===== src/verilog/ebrwc_regs.svh =====
// Purpose: Constants for the external bus ready/wait control block.
// Assumes: Bus clock of 125 MHz (8 ns period).
// Notes: Phase counts are in bus clock cycles.
`ifndef EBRWC_REGS_SVH
`define EBRWC_REGS_SVH
`define EBRWC_CLK_PERIOD_PS 8000
`define EBRWC_PHASE_W 4
`define EBRWC_CNT_ZERO 4'h0
`define EBRWC_CNT_ONE 4'h1
`endif

===== src/verilog/ebrwc_pkg.sv =====
// Purpose: Types shared by the ready/wait control block.
// Assumes: Phase widths come from ebrwc_regs.svh.
// Notes: Cycle request and status travel as packed structs.
`include "ebrwc_regs.svh"
package ebrwc_pkg;
  typedef struct packed {
    logic start;
    logic is_read;
    logic ready_ctrl;
    logic [`EBRWC_PHASE_W-1:0] mandatory_wait_phase;
  } ebrwc_req_t;
  typedef struct packed {
    logic busy;
    logic strobe;
    logic done;
    logic ready_waitstate_phase;
  } ebrwc_stat_t;
endpackage : ebrwc_pkg


===== src/verilog/ebrwc_ctrl.sv =====
// Purpose: Wait-state and completion control for external bus cycles.
// Assumes: Requests from on-chip logic are synchronous to clock.
// Notes: reference_clock_output mirrors the bus clock.
// Operation
// - Read data captured on the edge that ends the read strobe.
// - Address changes at or after strobe end cannot disturb captured data.
// - Ready input may stretch any ready-controlled cycle; device holds it open.
// - Ready active level is selectable high or low.
// - Synchronous ready gives the shortest cycle, partner syncs to clock output.
// - Asynchronous ready adds a synchronising stage, at least one wait state.
// - First sample point follows the programmed phases of the cycle.
// - Inactive ready at sample point inserts one wait state, samples again.
// - Active ready at sample point completes the cycle.
// - Sync and async modes sample at the same points; async mode reads a ready level one stage later.
// - Mandatory wait states finish before ready is evaluated.
`timescale 1ns/1ps
`include "ebrwc_regs.svh"
module ebrwc_ctrl
  import ebrwc_pkg::*;
#(
  parameter int DATA_W = 16
) (
  input wire logic clock,
  input wire logic rst_n,
  input ebrwc_req_t req,
  input wire logic ready_active_high,
  input wire logic ready_async,
  input wire logic ready_pin,
  input wire logic [DATA_W-1:0] data_pin,
  output ebrwc_stat_t stat,
  output logic [DATA_W-1:0] read_data,
  output logic read_data_valid,
  output logic reference_clock_output
);
  // A start seen while busy is dropped without any indication
  typedef enum logic [1:0] {ST_IDLE, ST_MAND, ST_RDY} ebrwc_state_t;
  ebrwc_state_t state;
  ebrwc_state_t next_state;
  logic rst_q1;
  logic rst_sync_n;
  logic [`EBRWC_PHASE_W-1:0] wait_cnt;
  logic [`EBRWC_PHASE_W-1:0] next_wait_cnt;
  logic cyc_read;
  logic cyc_rdyctl;
  logic rdy_sync;
  logic rdy_async;

  // Every flop but rst_q1 leaves reset on the same edge, two stages after the pin
  always_ff @(posedge clock or negedge rst_n) begin
    if (!rst_n) begin
      rst_q1 <= 1'h0;
      rst_sync_n <= 1'h0;
    end else begin
      rst_q1 <= 1'h1;
      rst_sync_n <= rst_q1;
    end
  end

  // Polarity and both synchroniser depths live in the conditioning block
  ebrwc_ready_sync u_sync (
    .clock(clock),
    .rst_sync_n(rst_sync_n),
    .ready_pin(ready_pin),
    .active_high(ready_active_high),
    .ready_sync_mode(rdy_sync),
    .ready_async_mode(rdy_async)
  );

  wire logic rdy_sel = ready_async ? rdy_async : rdy_sync;
  wire logic mand_done = (wait_cnt == `EBRWC_CNT_ZERO);
  // Sample point: after programmed mandatory phases; non-ready cycles end there
  wire logic sample_pt = (state == ST_RDY) || ((state == ST_MAND) && mand_done);
  wire logic cyc_end = sample_pt && (!cyc_rdyctl || rdy_sel);
  wire logic insert_wait = sample_pt && cyc_rdyctl && !rdy_sel;
  wire logic capture = cyc_end && cyc_read;

  // Counter loads on the taking edge and counts the mandatory phases down
  always_comb begin
    next_state = state;
    next_wait_cnt = wait_cnt;
    unique case (state)
      ST_IDLE: begin
        if (req.start) begin
          next_state = ST_MAND;
          next_wait_cnt = req.mandatory_wait_phase;
        end
      end
      ST_MAND: begin
        if (!mand_done) begin
          next_wait_cnt = wait_cnt - `EBRWC_CNT_ONE;
        end else if (cyc_end) begin
          next_state = ST_IDLE;
        end else begin
          next_state = ST_RDY;
        end
      end
      ST_RDY: begin
        if (cyc_end) begin
          next_state = ST_IDLE;
        end
      end
    endcase
  end

  // Cycle kind is latched when taken, so the request may move on at once
  always_ff @(posedge clock or negedge rst_sync_n) begin
    if (!rst_sync_n) begin
      state <= ST_IDLE;
      wait_cnt <= `EBRWC_CNT_ZERO;
      cyc_read <= 1'h0;
      cyc_rdyctl <= 1'h0;
    end else begin
      state <= next_state;
      wait_cnt <= next_wait_cnt;
      if (state == ST_IDLE && req.start) begin
        cyc_read <= req.is_read;
        cyc_rdyctl <= req.ready_ctrl;
      end
    end
  end

  // Data is taken on the strobe-ending edge, so late address moves do not matter
  always_ff @(posedge clock or negedge rst_sync_n) begin
    if (!rst_sync_n) begin
      read_data <= '0;
      read_data_valid <= 1'h0;
    end else begin
      read_data_valid <= capture;
      if (capture) begin
        read_data <= data_pin;
      end
    end
  end

  // Strobe spans the whole cycle; the partner keys ready and data off it
  assign stat.busy = (state != ST_IDLE);
  assign stat.strobe = (state != ST_IDLE);
  assign stat.done = cyc_end;
  assign stat.ready_waitstate_phase = (state == ST_RDY);
  assign reference_clock_output = clock;
endmodule : ebrwc_ctrl


===== src/verilog/ebrwc_ready_sync.sv =====
// Purpose: Ready input conditioning: polarity, pin capture, async synchroniser.
// Assumes: ready_pin is asynchronous to clock.
// Notes: Outputs a synchronous-mode and an asynchronous-mode ready level.
`timescale 1ns/1ps
module ebrwc_ready_sync (
  input wire logic clock,
  input wire logic rst_sync_n,
  input wire logic ready_pin,
  input wire logic active_high,
  output logic ready_sync_mode,
  output logic ready_async_mode
);
  logic pin_q1;
  logic pin_q2;
  logic pin_q3;
  logic extra_q;
  // Polarity applied before any flop so both modes see an active-high level
  wire logic ready_norm = active_high ? ready_pin : ~ready_pin;
  always_ff @(posedge clock or negedge rst_sync_n) begin
    if (!rst_sync_n) begin
      pin_q1 <= 1'h0;
      pin_q2 <= 1'h0;
      pin_q3 <= 1'h0;
      extra_q <= 1'h0;
    end else begin
      pin_q1 <= ready_norm;
      pin_q2 <= pin_q1;
      pin_q3 <= pin_q2;
      extra_q <= (pin_q2 & pin_q3);
    end
  end
  // An active level counts once second and third stages agree
  assign ready_sync_mode = pin_q2 & pin_q3;
  // Extra stage costs one wait state but tolerates any input timing
  assign ready_async_mode = extra_q;
endmodule : ebrwc_ready_sync


===== config.mk =====
export PLATFORM = sky130hd
export DESIGN_NAME = ebrwc_ctrl
export DESIGN_NICKNAME = d
export VERILOG_FILES = /design/src/verilog/ebrwc_pkg.sv /design/src/verilog/ebrwc_ctrl.sv /design/src/verilog/ebrwc_ready_sync.sv
export VERILOG_INCLUDE_DIRS = /design/src /design/src/verilog
export SDC_FILE = /design/constraint.sdc
export NUM_CORES = 1
export LEC_CHECK = 0
export BUFFER_PORTS_ARGS = -buffer_cell sky130_fd_sc_hd__buf_2
export CORE_MARGIN = 8
export CORE_UTILIZATION = 29
export DETAILED_ROUTE_END_ITERATION = 8
export PLACE_DENSITY = 0.51
export SLEW_MARGIN = 20
export SYNTH_ARGS = -nofsm -noshare
export SYNTH_HDL_FRONTEND = slang
export SYNTH_SLANG_ARGS = --single-unit

===== constraint.sdc =====
create_clock -name clock -period 3.4 [get_ports clock]
set_input_delay 0.51 -clock clock [delete_from_list [all_inputs] [get_ports clock]]
set_output_delay 0.51 -clock clock [all_outputs]
set_load 0.02 [all_outputs]

Yosys cells after proc, flatten, opt, wreduce, memory -nomap -nowiden
Cells that the tools add are included.
{"block": "totals", "register_bits": 31, "inputBits": 28, "mem_bits_rw": 0, "output_inout_bits": 22, "elab_cells": 44, "latch_bits": 0, "memories": 0, "rom_bits": 0}
{"block": "classes", "div": 0, "n_eq_ne": 6, "n_mul": 0, "muxes": 10, "order_cmp": 0, "shift": 0, "add_sub_neg": 1, "n_reduce_logical": 13, "n_bitwise": 2}
{"operator": "2-to-1 mux 2 bit", "count": 4}
{"operator": "2-to-1 mux 4 bit", "count": 2}
{"operator": "case mux 4 bit (2 select lines)", "count": 1}
{"operator": "!= test 2 bit, second input constant", "count": 3}
{"operator": "case mux 2 bit (3 select lines)", "count": 1}
{"operator": "AND reduction 3 bit", "count": 2}
{"operator": "logical AND 1 bit", "count": 4}
{"operator": "zero test 4 bit", "count": 1}
{"operator": "nonzero test 2 bit", "count": 2}
{"operator": "subtractor 4 x 1 -> 4 bit, second input constant", "count": 1}
{"operator": "equality test 2 x 1 -> 1 bit, second input constant", "count": 1}
{"operator": "equality test 2 bit, second input constant", "count": 1}
{"operator": "zero test 2 bit", "count": 1}
{"operator": "logical OR 1 bit", "count": 2}
{"operator": "2-to-1 mux 1 bit", "count": 2}
{"operator": "!= test 2 x 1 -> 1 bit, second input constant", "count": 1}
{"operator": "bitwise AND 1 bit", "count": 1}
{"operator": "zero test 1 bit", "count": 1}
{"operator": "NOT 1 bit", "count": 1}

Longest topological paths before layout
Gate-level depths: netlist of the first run.
{"block": "depth", "ltp_word": 7, "depth_mapped": 8, "depth_no_buf": 6}

Cells and area by module
Synthesis of the first run repeated with hierarchy kept, for this count alone.
{"block": "hier_totals", "hier_cells": 101, "area_unflattened_um2": 1370.1}
{"module": "ebrwc_ctrl", "area_each_um2": 1255.0, "instances": 1, "cells_per_inst": 95, "seq_area_each_um2": 675.6}
{"module": "ebrwc_ready_sync", "area_each_um2": 115.1, "instances": 1, "cells_per_inst": 6, "seq_area_each_um2": 100.1}

==> flow_metrics.tcl, run 1 <==
set metrics [dict create \
    via_per_inst 4.45 \
    ys_seq_area_share_pct 55.1 \
    grt_max_degree 30 \
    ioPinCount 50 \
    synthCells 104 \
    grt_use_met3_pct 6.11 \
    cp-start-kind "clock port" \
    cp-end-kind "output pin" \
    worst_ep_required_time_ps 2890 \
    rrSetupSlack_ps 1380 \
    grt-busiest-layer "met2" \
    dieArea_sq_um 7340 \
    avgSynthCellArea_sq_um 13.5 \
    routed_wl_microns 2990 \
    fp.dieW_microns 85.7 \
    finalNetCount 191 \
    syn_area_sq_um 1410 \
    initial_core_util_pct 30.0 \
    critPathSlowestCell "buf_2" \
    hold_class "flip-flop to async pin" \
    crit_type "clock port to output pin" \
    setup_viol 0 \
    ys_ff_latch 31 \
    path_clk_slew_ps 60 \
    rsz0062_at_grt "false" \
    post_cts_buffers 0 \
    r2r_start "state[1]" \
    globalRouteTotalUtil_pct 9.09 \
    drive_gt1_share_pct 50.6 \
    hold_viol 0 \
    num_antenna_cells 0 \
    place_area_sq_um 1670 \
    reg2reg_depth 6 \
    fillers 476 \
    slew_headroom_pct 58.0 \
    antenna_found_initial 0 \
    place_congestion 0.839 \
    drt_iter0_drc 21 \
    grt_overflow 0 \
    syn_nets 136 \
    grt_pass1_wl_microns 5010 \
    intPower_mw 1.09 \
    wl_per_cell_microns 14.0 \
    drc 0 \
    core_sq_um 4690 \
    p_comb_share_pct 40.6 \
    p_clk_share_pct 24.8 \
    crit_chain "clkbuf_8 > clkbuf_8 > buf_2" \
    status "finished clean" \
    pwr-share-seq_pct 34.6 \
    antenna_left 0 \
    fp.dieH_microns 85.7 \
    final_max_slew_viol_count 0 \
    fin_skew_ps 2.83 \
    rr_endpoint "read_data[2]" \
    cts_resized 0 \
    clock_latency_ps 370 \
    whs_ps 291 \
    drv_cap 0 \
    final_cell_area_sq_um 1830 \
    synth_cell_types 30 \
    vdd_ir_drop_max_uv 385 \
    cts_tree "yes" \
    io_buffers 49 \
    ys.warnings.count 0 \
    p_leak_nw 0.970 \
    syn_to_final_growth_pct 29.6 \
    first_pass_iters 2 \
    cpMostUsedCell "clkbuf_8" \
    worst_pin_slew_ps 630 \
    via_count 953 \
    postCtsHoldBufs 1 \
    grt_pass1_vias 1129 \
    grt_util_met2_pct 12.8 \
    max_stage_delay_ps 150 \
    crit_arrival_ps 2070 \
    p_sw_share_pct 36.2 \
    critPathMaxFanout 2 \
    tns_ps 0 \
    power_density_nw_per_um2 940 \
    power_switching_mw 0.622 \
    dp_hpwl_microns 2260 \
    rows 25 \
    use_met1_pct 9.97 \
]
[synthesized netlist by cell type (all sizes together)]
| library cell | n | area share [%] |
|---|---|---|
| o21a | 1 | 0.53 |
| buf | 5 | 3.5 |
| a21boi | 1 | 0.53 |
| nand2 | 6 | 2.1 |
| inv | 7 | 1.9 |
| nor3 | 5 | 1.8 |
| o21ai | 2 | 0.71 |
| and2 | 2 | 0.89 |
| xor2 | 1 | 0.62 |
| nor2b | 1 | 0.44 |
| a2bb2oi | 1 | 1.9 |
| nand3b | 1 | 0.53 |
| ha | 4 | 3.6 |
| a21oi | 1 | 0.35 |
| mux2i | 3 | 2.1 |
| dfrtp | 31 | 55 |
| a221o | 1 | 0.71 |
| nor2 | 5 | 1.3 |
| nor3b | 2 | 1.1 |
| xnor2 | 1 | 0.62 |
| nand3 | 1 | 0.35 |
| a32o | 1 | 0.71 |
| conb | 1 | 0.27 |
| and4bb | 1 | 1.2 |
| mux2 | 18 | 17 |
| o211ai | 1 | 0.53 |
[worst max-delay path by stage]
stage               startpoint                     end  slack (ps)
detailed placement       clock  reference_clock_output        1050
global route             clock  reference_clock_output         810
floorplan                clock  reference_clock_output        1060
CTS                      clock  reference_clock_output         810
finish                   clock  reference_clock_output         820
global placement         clock  reference_clock_output        1050
[cell usage in the layout (no fill, tap or decap)]
cell type      instances
nand2_4                1
mux2_2                 9
mux2i_1                3
nor3_1                 5
nand3b_1               1
nor2b_1                1
nor2_1                 5
inv_1                  7
a21boi_0               1
mux2_4                 9
o21a_1                 1
a221o_1                1
nand3_1                1
dfrtp_2                1
nand2_1                5
o21ai_0                2
a21oi_1                1
and2_1                 2
xor2_1                 1
clkbuf_1               1
buf_2                 49
nor3b_1                2
dlygate4sd3_1          1
ha_1                   4
xnor2_1                1
clkbuf_8              10
and4bb_4               1
a2bb2oi_4              1
o211ai_1               1
dfrtp_1               30
conb_1                 1
a32o_1                 1
[cells by family (layout without fill, tap and decap cells)]
group	Yosys count	in the layout	share of synthesized area [%]
other	1	1	0.266
DFF	31	31	55.1
and+or+nand+nor	24	24	9.68
AOI/OAI and AO/OA	9	9	5.95
adders and majority gates	4	4	3.55
buffers and inverters	12	68	5.33
muxes	21	21	18.9
xor gates and xnor gates	2	2	1.24
[stage by stage]
| step | util, % | setup WS, ps | cells | power [mW] |
|---|---|---|---|---|
| after floorplan | - | 1060 | 104 | 1.16 |
| after global placement | 35.7 | 1050 | 202 | 1.31 |
| after detailed placement | 35.7 | 1050 | 202 | 1.33 |
| after CTS | 38.9 | 811 | 214 | 1.75 |
| after global routing | 38.9 | 810 | 214 | 1.85 |
| final | 38.9 | 820 | 214 | 1.72 |
[power groups by stage]
stage               clock (mW)  sequential [mW]  combinational, mW
finish                   0.426            0.594              0.697
global route             0.476            0.616              0.762
CTS                      0.452            0.594              0.707
detailed placement      0.0275            0.595              0.708
global placement        0.0275            0.595              0.690
floorplan               0.0344            0.691              0.436
[sequential cells by signal, summed over array words and instances, names as in the netlist]
signal / count
cyc_read: 1
state: 2
wait_cnt: 4
rst_q1: 1
u_sync.pin_q3: 1
u_sync.ready_async_mode: 1
u_sync.pin_q1: 1
u_sync.pin_q2: 1
read_data: 16
read_data_valid: 1
cyc_rdyctl: 1
rst_sync_n: 1
[worst max-delay path, delay by kind of cell]
family / cells / cell delay, ps
buf+inv: 3 / 370
[layout make-up]
type,instances,area [sq um],share of cell area (%)
inverters,7,26.3,1.44
well taps,54,67.6,3.70
clock buffers,12,146,8.02
flip-flops and latches,31,777,42.6
multi-input cells,61,558,30.6
repair buffers,49,250,13.7
[routing by layer]
layer,wire length [microns],vias up
met3,312,4
met1,1350,450
met5,0,-
met2,1290,40
met4,40,0
li1,-,459
Power figures use the tool's default switching activity.
==> run 2: changes to the inputs <==
Clock period 3.4 ns to 2.4 ns, I/O delays scaled along.
==> flow_metrics.tcl, run 2 (synthesized netlist as in run 1, its figures left out) <==
set metrics [dict create \
    dp_hpwl_microns 2330 \
    rsz0062_at_grt "false" \
    cp-start-kind "flip-flop" \
    place_area_sq_um 1680 \
    routed_wl_microns 3030 \
    fin_skew_ps 6.59 \
    hold_viol 0 \
    worst_pin_slew_ps 758 \
    crit_type "flip-flop to output pin" \
    drc 0 \
    whs_ps 159 \
    worst_ep_required_time_ps 2040 \
    drive_gt1_share_pct 51.2 \
    io_buffers 49 \
    syn_to_final_growth_pct 29.3 \
    path_clk_slew_ps 60 \
    final_common_cell "buf_2" \
    fin_crit_sh_pct 91.8 \
    final_cell_area_sq_um 1820 \
    power_density_nw_per_um2 1320 \
    grt_overflow 0 \
    rows 25 \
    largest_reg_flops 16 \
    grt_pass1_vias 1062 \
    dieArea_sq_um 7340 \
    final_max_slew_viol_count 0 \
    fp.dieW_microns 85.7 \
    stdcell_count 214 \
    initial_core_util_pct 30.0 \
    via_count 947 \
    setup_viol 0 \
    wl_per_cell_microns 14.2 \
    finalNetCount 192 \
    vdd_ir_drop_max_uv 515 \
    antenna_found_initial 0 \
    drt_iter0_drc 17 \
    p_leak_nw 0.971 \
    first_pass_iters 4 \
    fp.dieH_microns 85.7 \
    crit_arrival_ps 1840 \
    hold_class "primary input to flip-flop" \
    largest_register "read_data" \
    cts_tree "yes" \
    clock_latency_ps 380 \
    grt_max_degree 20 \
    critPathMaxFanout 10 \
    dp.cells 203 \
    final_cell_mix "buf_2 (49), dfrtp_1 (31), mux2_2 (9), mux2_4 (9), clkbuf_8 (9)" \
    antenna_left 0 \
    grt_pass1_wl_microns 4930 \
    globalRouteTotalUtil_pct 9.02 \
    via_per_inst 4.43 \
    place_congestion 0.844 \
    cp-end-kind "output pin" \
    drv_cap 0 \
    total_power_mw 2.40 \
    ioPinCount 50 \
    num_antenna_cells 0 \
    fin_crit_ps 2200 \
    slew_headroom_pct 49.5 \
    fmax_ghz 0.454 \
    fillers 463 \
    tns_ps 0 \
    status "finished clean" \
    reg.largest.list "read_data: 16 flops, wait_cnt: 4 flops, state: 2 flops" \
    core_sq_um 4690 \
]
==> run 2: power breakdown <==
| part | internal (mW) | switching (mW) |
|---|---|---|
| combinational | 0.457 | 0.536 |
| sequential | 0.717 | 0.120 |
| clock | 0.342 | 0.225 |
| total | 1.52 | 0.881 |
==> run 2: repair_timing <==
| action | in CTS | in global routing |
|---|---|---|
| hold endpoints to repair | 2 | 0 |
| setup buffers | 0 | 0 |
| endpoints found under the setup margin | 0 | 1 |
| gates resized for setup | 0 | 1 |
| hold buffers | 1 | 0 |
==> run 2: path summary, 6_finish.rpt <==
check,slack (ps),depth (start not counted),from,endpoint
setup / recovery,200,5,state[1],stat[1]
hold / removal,160,2,ready_pin,u_sync.pin_q1
setup reg to reg,480,6,state[1],read_data[1]
hold reg to reg,320,0,rst_sync_n,cyc_read
max in group asynchronous,1440,1,rst_sync_n,read_data[9]
min in group asynchronous,280,2,rst_n,rst_q1
==> run 2: final cells by class <==
class                   count  area [sq um]  share of cell area, %
inverters                   7          26.3                   1.44
multi-input cells          61           561                   30.8
clock inverters             1          5.00                  0.275
clock buffers              10           129                   7.07
flip-flops and latches     31           776                   42.6
repair buffers             50           258                   14.1
well taps                  54          67.6                   3.71
==> run 2: critical path, stage by stage, from the launching register on <==
cell       delay, ps
dfrtp_1          390
inv_1             90
ha_2             290
and4bb_4         320
a2bb2oi_4        180
buf_2            200
==> run 2: metal layers <==
layer	global-route usage (%)	up-vias	share of wire, %
li1	-	462	-
met3	6.40	8	11
met5	0	-	0
met1	10.4	436	47
met2	11.1	41	40
met4	6.53	0	2.6
==> run 2: per-stage QoR <==
stage / setup WS (ps) / utilization [%]
5_1_grt: 88.1 / 38.8
3_5_place_dp: 387 / 35.8
3_3_place_gp: 460 / 35.8
6_report: 198 / 38.8
4_1_cts: 95.0 / 38.8
2_1_floorplan: 580 / -
==> run 3: changes to the inputs <==
Settings changed: CAP_MARGIN set to 30, CORE_ASPECT_RATIO set to 0.7.
==> flow_metrics.tcl, run 3 (synthesized netlist as in run 1, its figures left out) <==
set metrics [dict create \
    via_count 977 \
    dieArea_sq_um 7380 \
    crit_path_start "state[1]" \
    r2r_start "state[1]" \
    drt_iter0_drc 32 \
    drive_gt1_share_pct 50.3 \
    grt_max_degree 19 \
    worstHoldStart "ready_pin" \
    largest_reg_flops 16 \
    holdPathStages 2 \
    ioPinCount 50 \
    power_switching_mw 0.880 \
    grt_pass1_vias 1034 \
    rsz0062_at_grt "false" \
    largest_register "read_data" \
    fillers 482 \
    routed_wl_microns 3000 \
    fp.dieW_microns 99.3 \
    crit_arrival_ps 1920 \
    drc 0 \
    critPathMaxFanout 10 \
    antenna_left 0 \
    pwr-share-seq_pct 34.4 \
    worst_ep_required_time_ps 2040 \
    place_congestion 0.826 \
    utilization_pct 38.8 \
    via_per_inst 4.48 \
    grt_pass1_wl_microns 4760 \
    fmax_ghz 0.439 \
    stdcell_count 218 \
    worst_pin_slew_ps 695 \
    total_power_mw 2.43 \
    globalRouteTotalUtil_pct 8.67 \
    rows 21 \
    final_common_cell "buf_2" \
    path_clk_slew_ps 60 \
    cts_tree "yes" \
    p_comb_share_pct 41.0 \
    reg.largest.list "read_data: 16 flops, wait_cnt: 4 flops, state: 2 flops" \
    finalNetCount 192 \
    place_area_sq_um 1680 \
    p_clk_share_pct 24.7 \
    rr_endpoint "read_data[5]" \
    tns_ps 0 \
    rrSetupSlack_ps 400 \
    dp.cells 206 \
    intPower_mw 1.55 \
    cp-start-kind "flip-flop" \
    power_density_nw_per_um2 1320 \
    fin_crit_ps 2280 \
    final_max_slew_viol_count 0 \
    setup_viol 0 \
    final_cell_area_sq_um 1840 \
    reg2reg_depth 6 \
    hold_class "primary input to flip-flop" \
    vdd_ir_drop_max_uv 556 \
    dp_hpwl_microns 2340 \
    syn_to_final_growth_pct 30.3 \
    fin_crit_sh_pct 94.8 \
    clock_latency_ps 380 \
    slew_headroom_pct 53.7 \
    cp-end-kind "output pin" \
    io_buffers 49 \
    grt_overflow 0 \
    fp.dieH_microns 74.3 \
    crit_end "stat[1]" \
    status "finished clean" \
    antenna_found_initial 0 \
    core_sq_um 4730 \
    first_pass_iters 4 \
    fin_skew_ps 4.03 \
    hold_viol 0 \
    wl_per_cell_microns 13.8 \
    crit_type "flip-flop to output pin" \
    p_sw_share_pct 36.2 \
    num_antenna_cells 0 \
    initial_core_util_pct 29.8 \
    final_cell_mix "buf_2 (49), dfrtp_1 (31), clkbuf_8 (10)" \
    p_leak_nw 0.976 \
    drv_cap 0 \
]
-- run 3: cell count changes in the layout (fill, tap and decap cells not counted) --
cell and delta:
ha_1 +1, clkbuf_1 +1, clkinv_2 -1, ha_2 -1
clkbuf_8 +1
-- run 3: power groups by stage --
stage,Clock (mW),Combinational [mW],Sequential (mW)
6_report,0.600,0.995,0.835
5_1_grt,0.652,1.09,0.866
4_1_cts,0.621,1.01,0.839
3_5_place_dp,0.0389,1.00,0.848
3_3_place_gp,0.0389,1.00,0.841
2_1_floorplan,0.0487,0.618,0.978
-- run 3: timing repair --
item | CTS | global route
setup buffers | 0 | 0
endpoints found under the hold margin | 2 | 0
resized for setup | 0 | 0
hold buffers | 1 | 0
-- run 3: through the flow --
stage	hold WS (ps)	worst slack (ps)
CTS	154	106
detailed placement	148	408
global placement	147	454
finish	164	125
global route	169	5.06
floorplan	64.4	580
-- run 3: layer usage --
| metal | track usage, % | vias to the layer above | share of wire (%) |
|---|---|---|---|
| met5 | 0 | - | 0 |
| met4 | 5.84 | 0 | 1.6 |
| met3 | 5.79 | 8 | 11 |
| met2 | 11.9 | 48 | 44 |
| met1 | 9.57 | 460 | 44 |
| li1 | - | 461 | - |
-- run 3: critical path, cell delays in order (launching register included) --
cell,delay (ps)
dfrtp_1,400
inv_1,80
ha_1,350
and4bb_4,340
a2bb2oi_4,170
buf_2,190
-- run 3: layout make-up --
| type | count | area [sq um] | area share, % |
|---|---|---|---|
| flip-flops and latches | 31 | 776 | 42.3 |
| multi-input cells | 61 | 558 | 30.4 |
| inverters | 7 | 26.3 | 1.43 |
| well taps | 57 | 71.3 | 3.89 |
| repair buffers | 50 | 258 | 14.0 |
| clock buffers | 12 | 146 | 7.98 |
-- run 3: worst min path at each step --
stage,end,slack [ps]
finish,u_sync.pin_q1,160
global route,u_sync.pin_q1,170
CTS,u_sync.pin_q1,150
detailed placement,rst_q1,150
global placement,rst_q1,150
floorplan,rst_q1,60
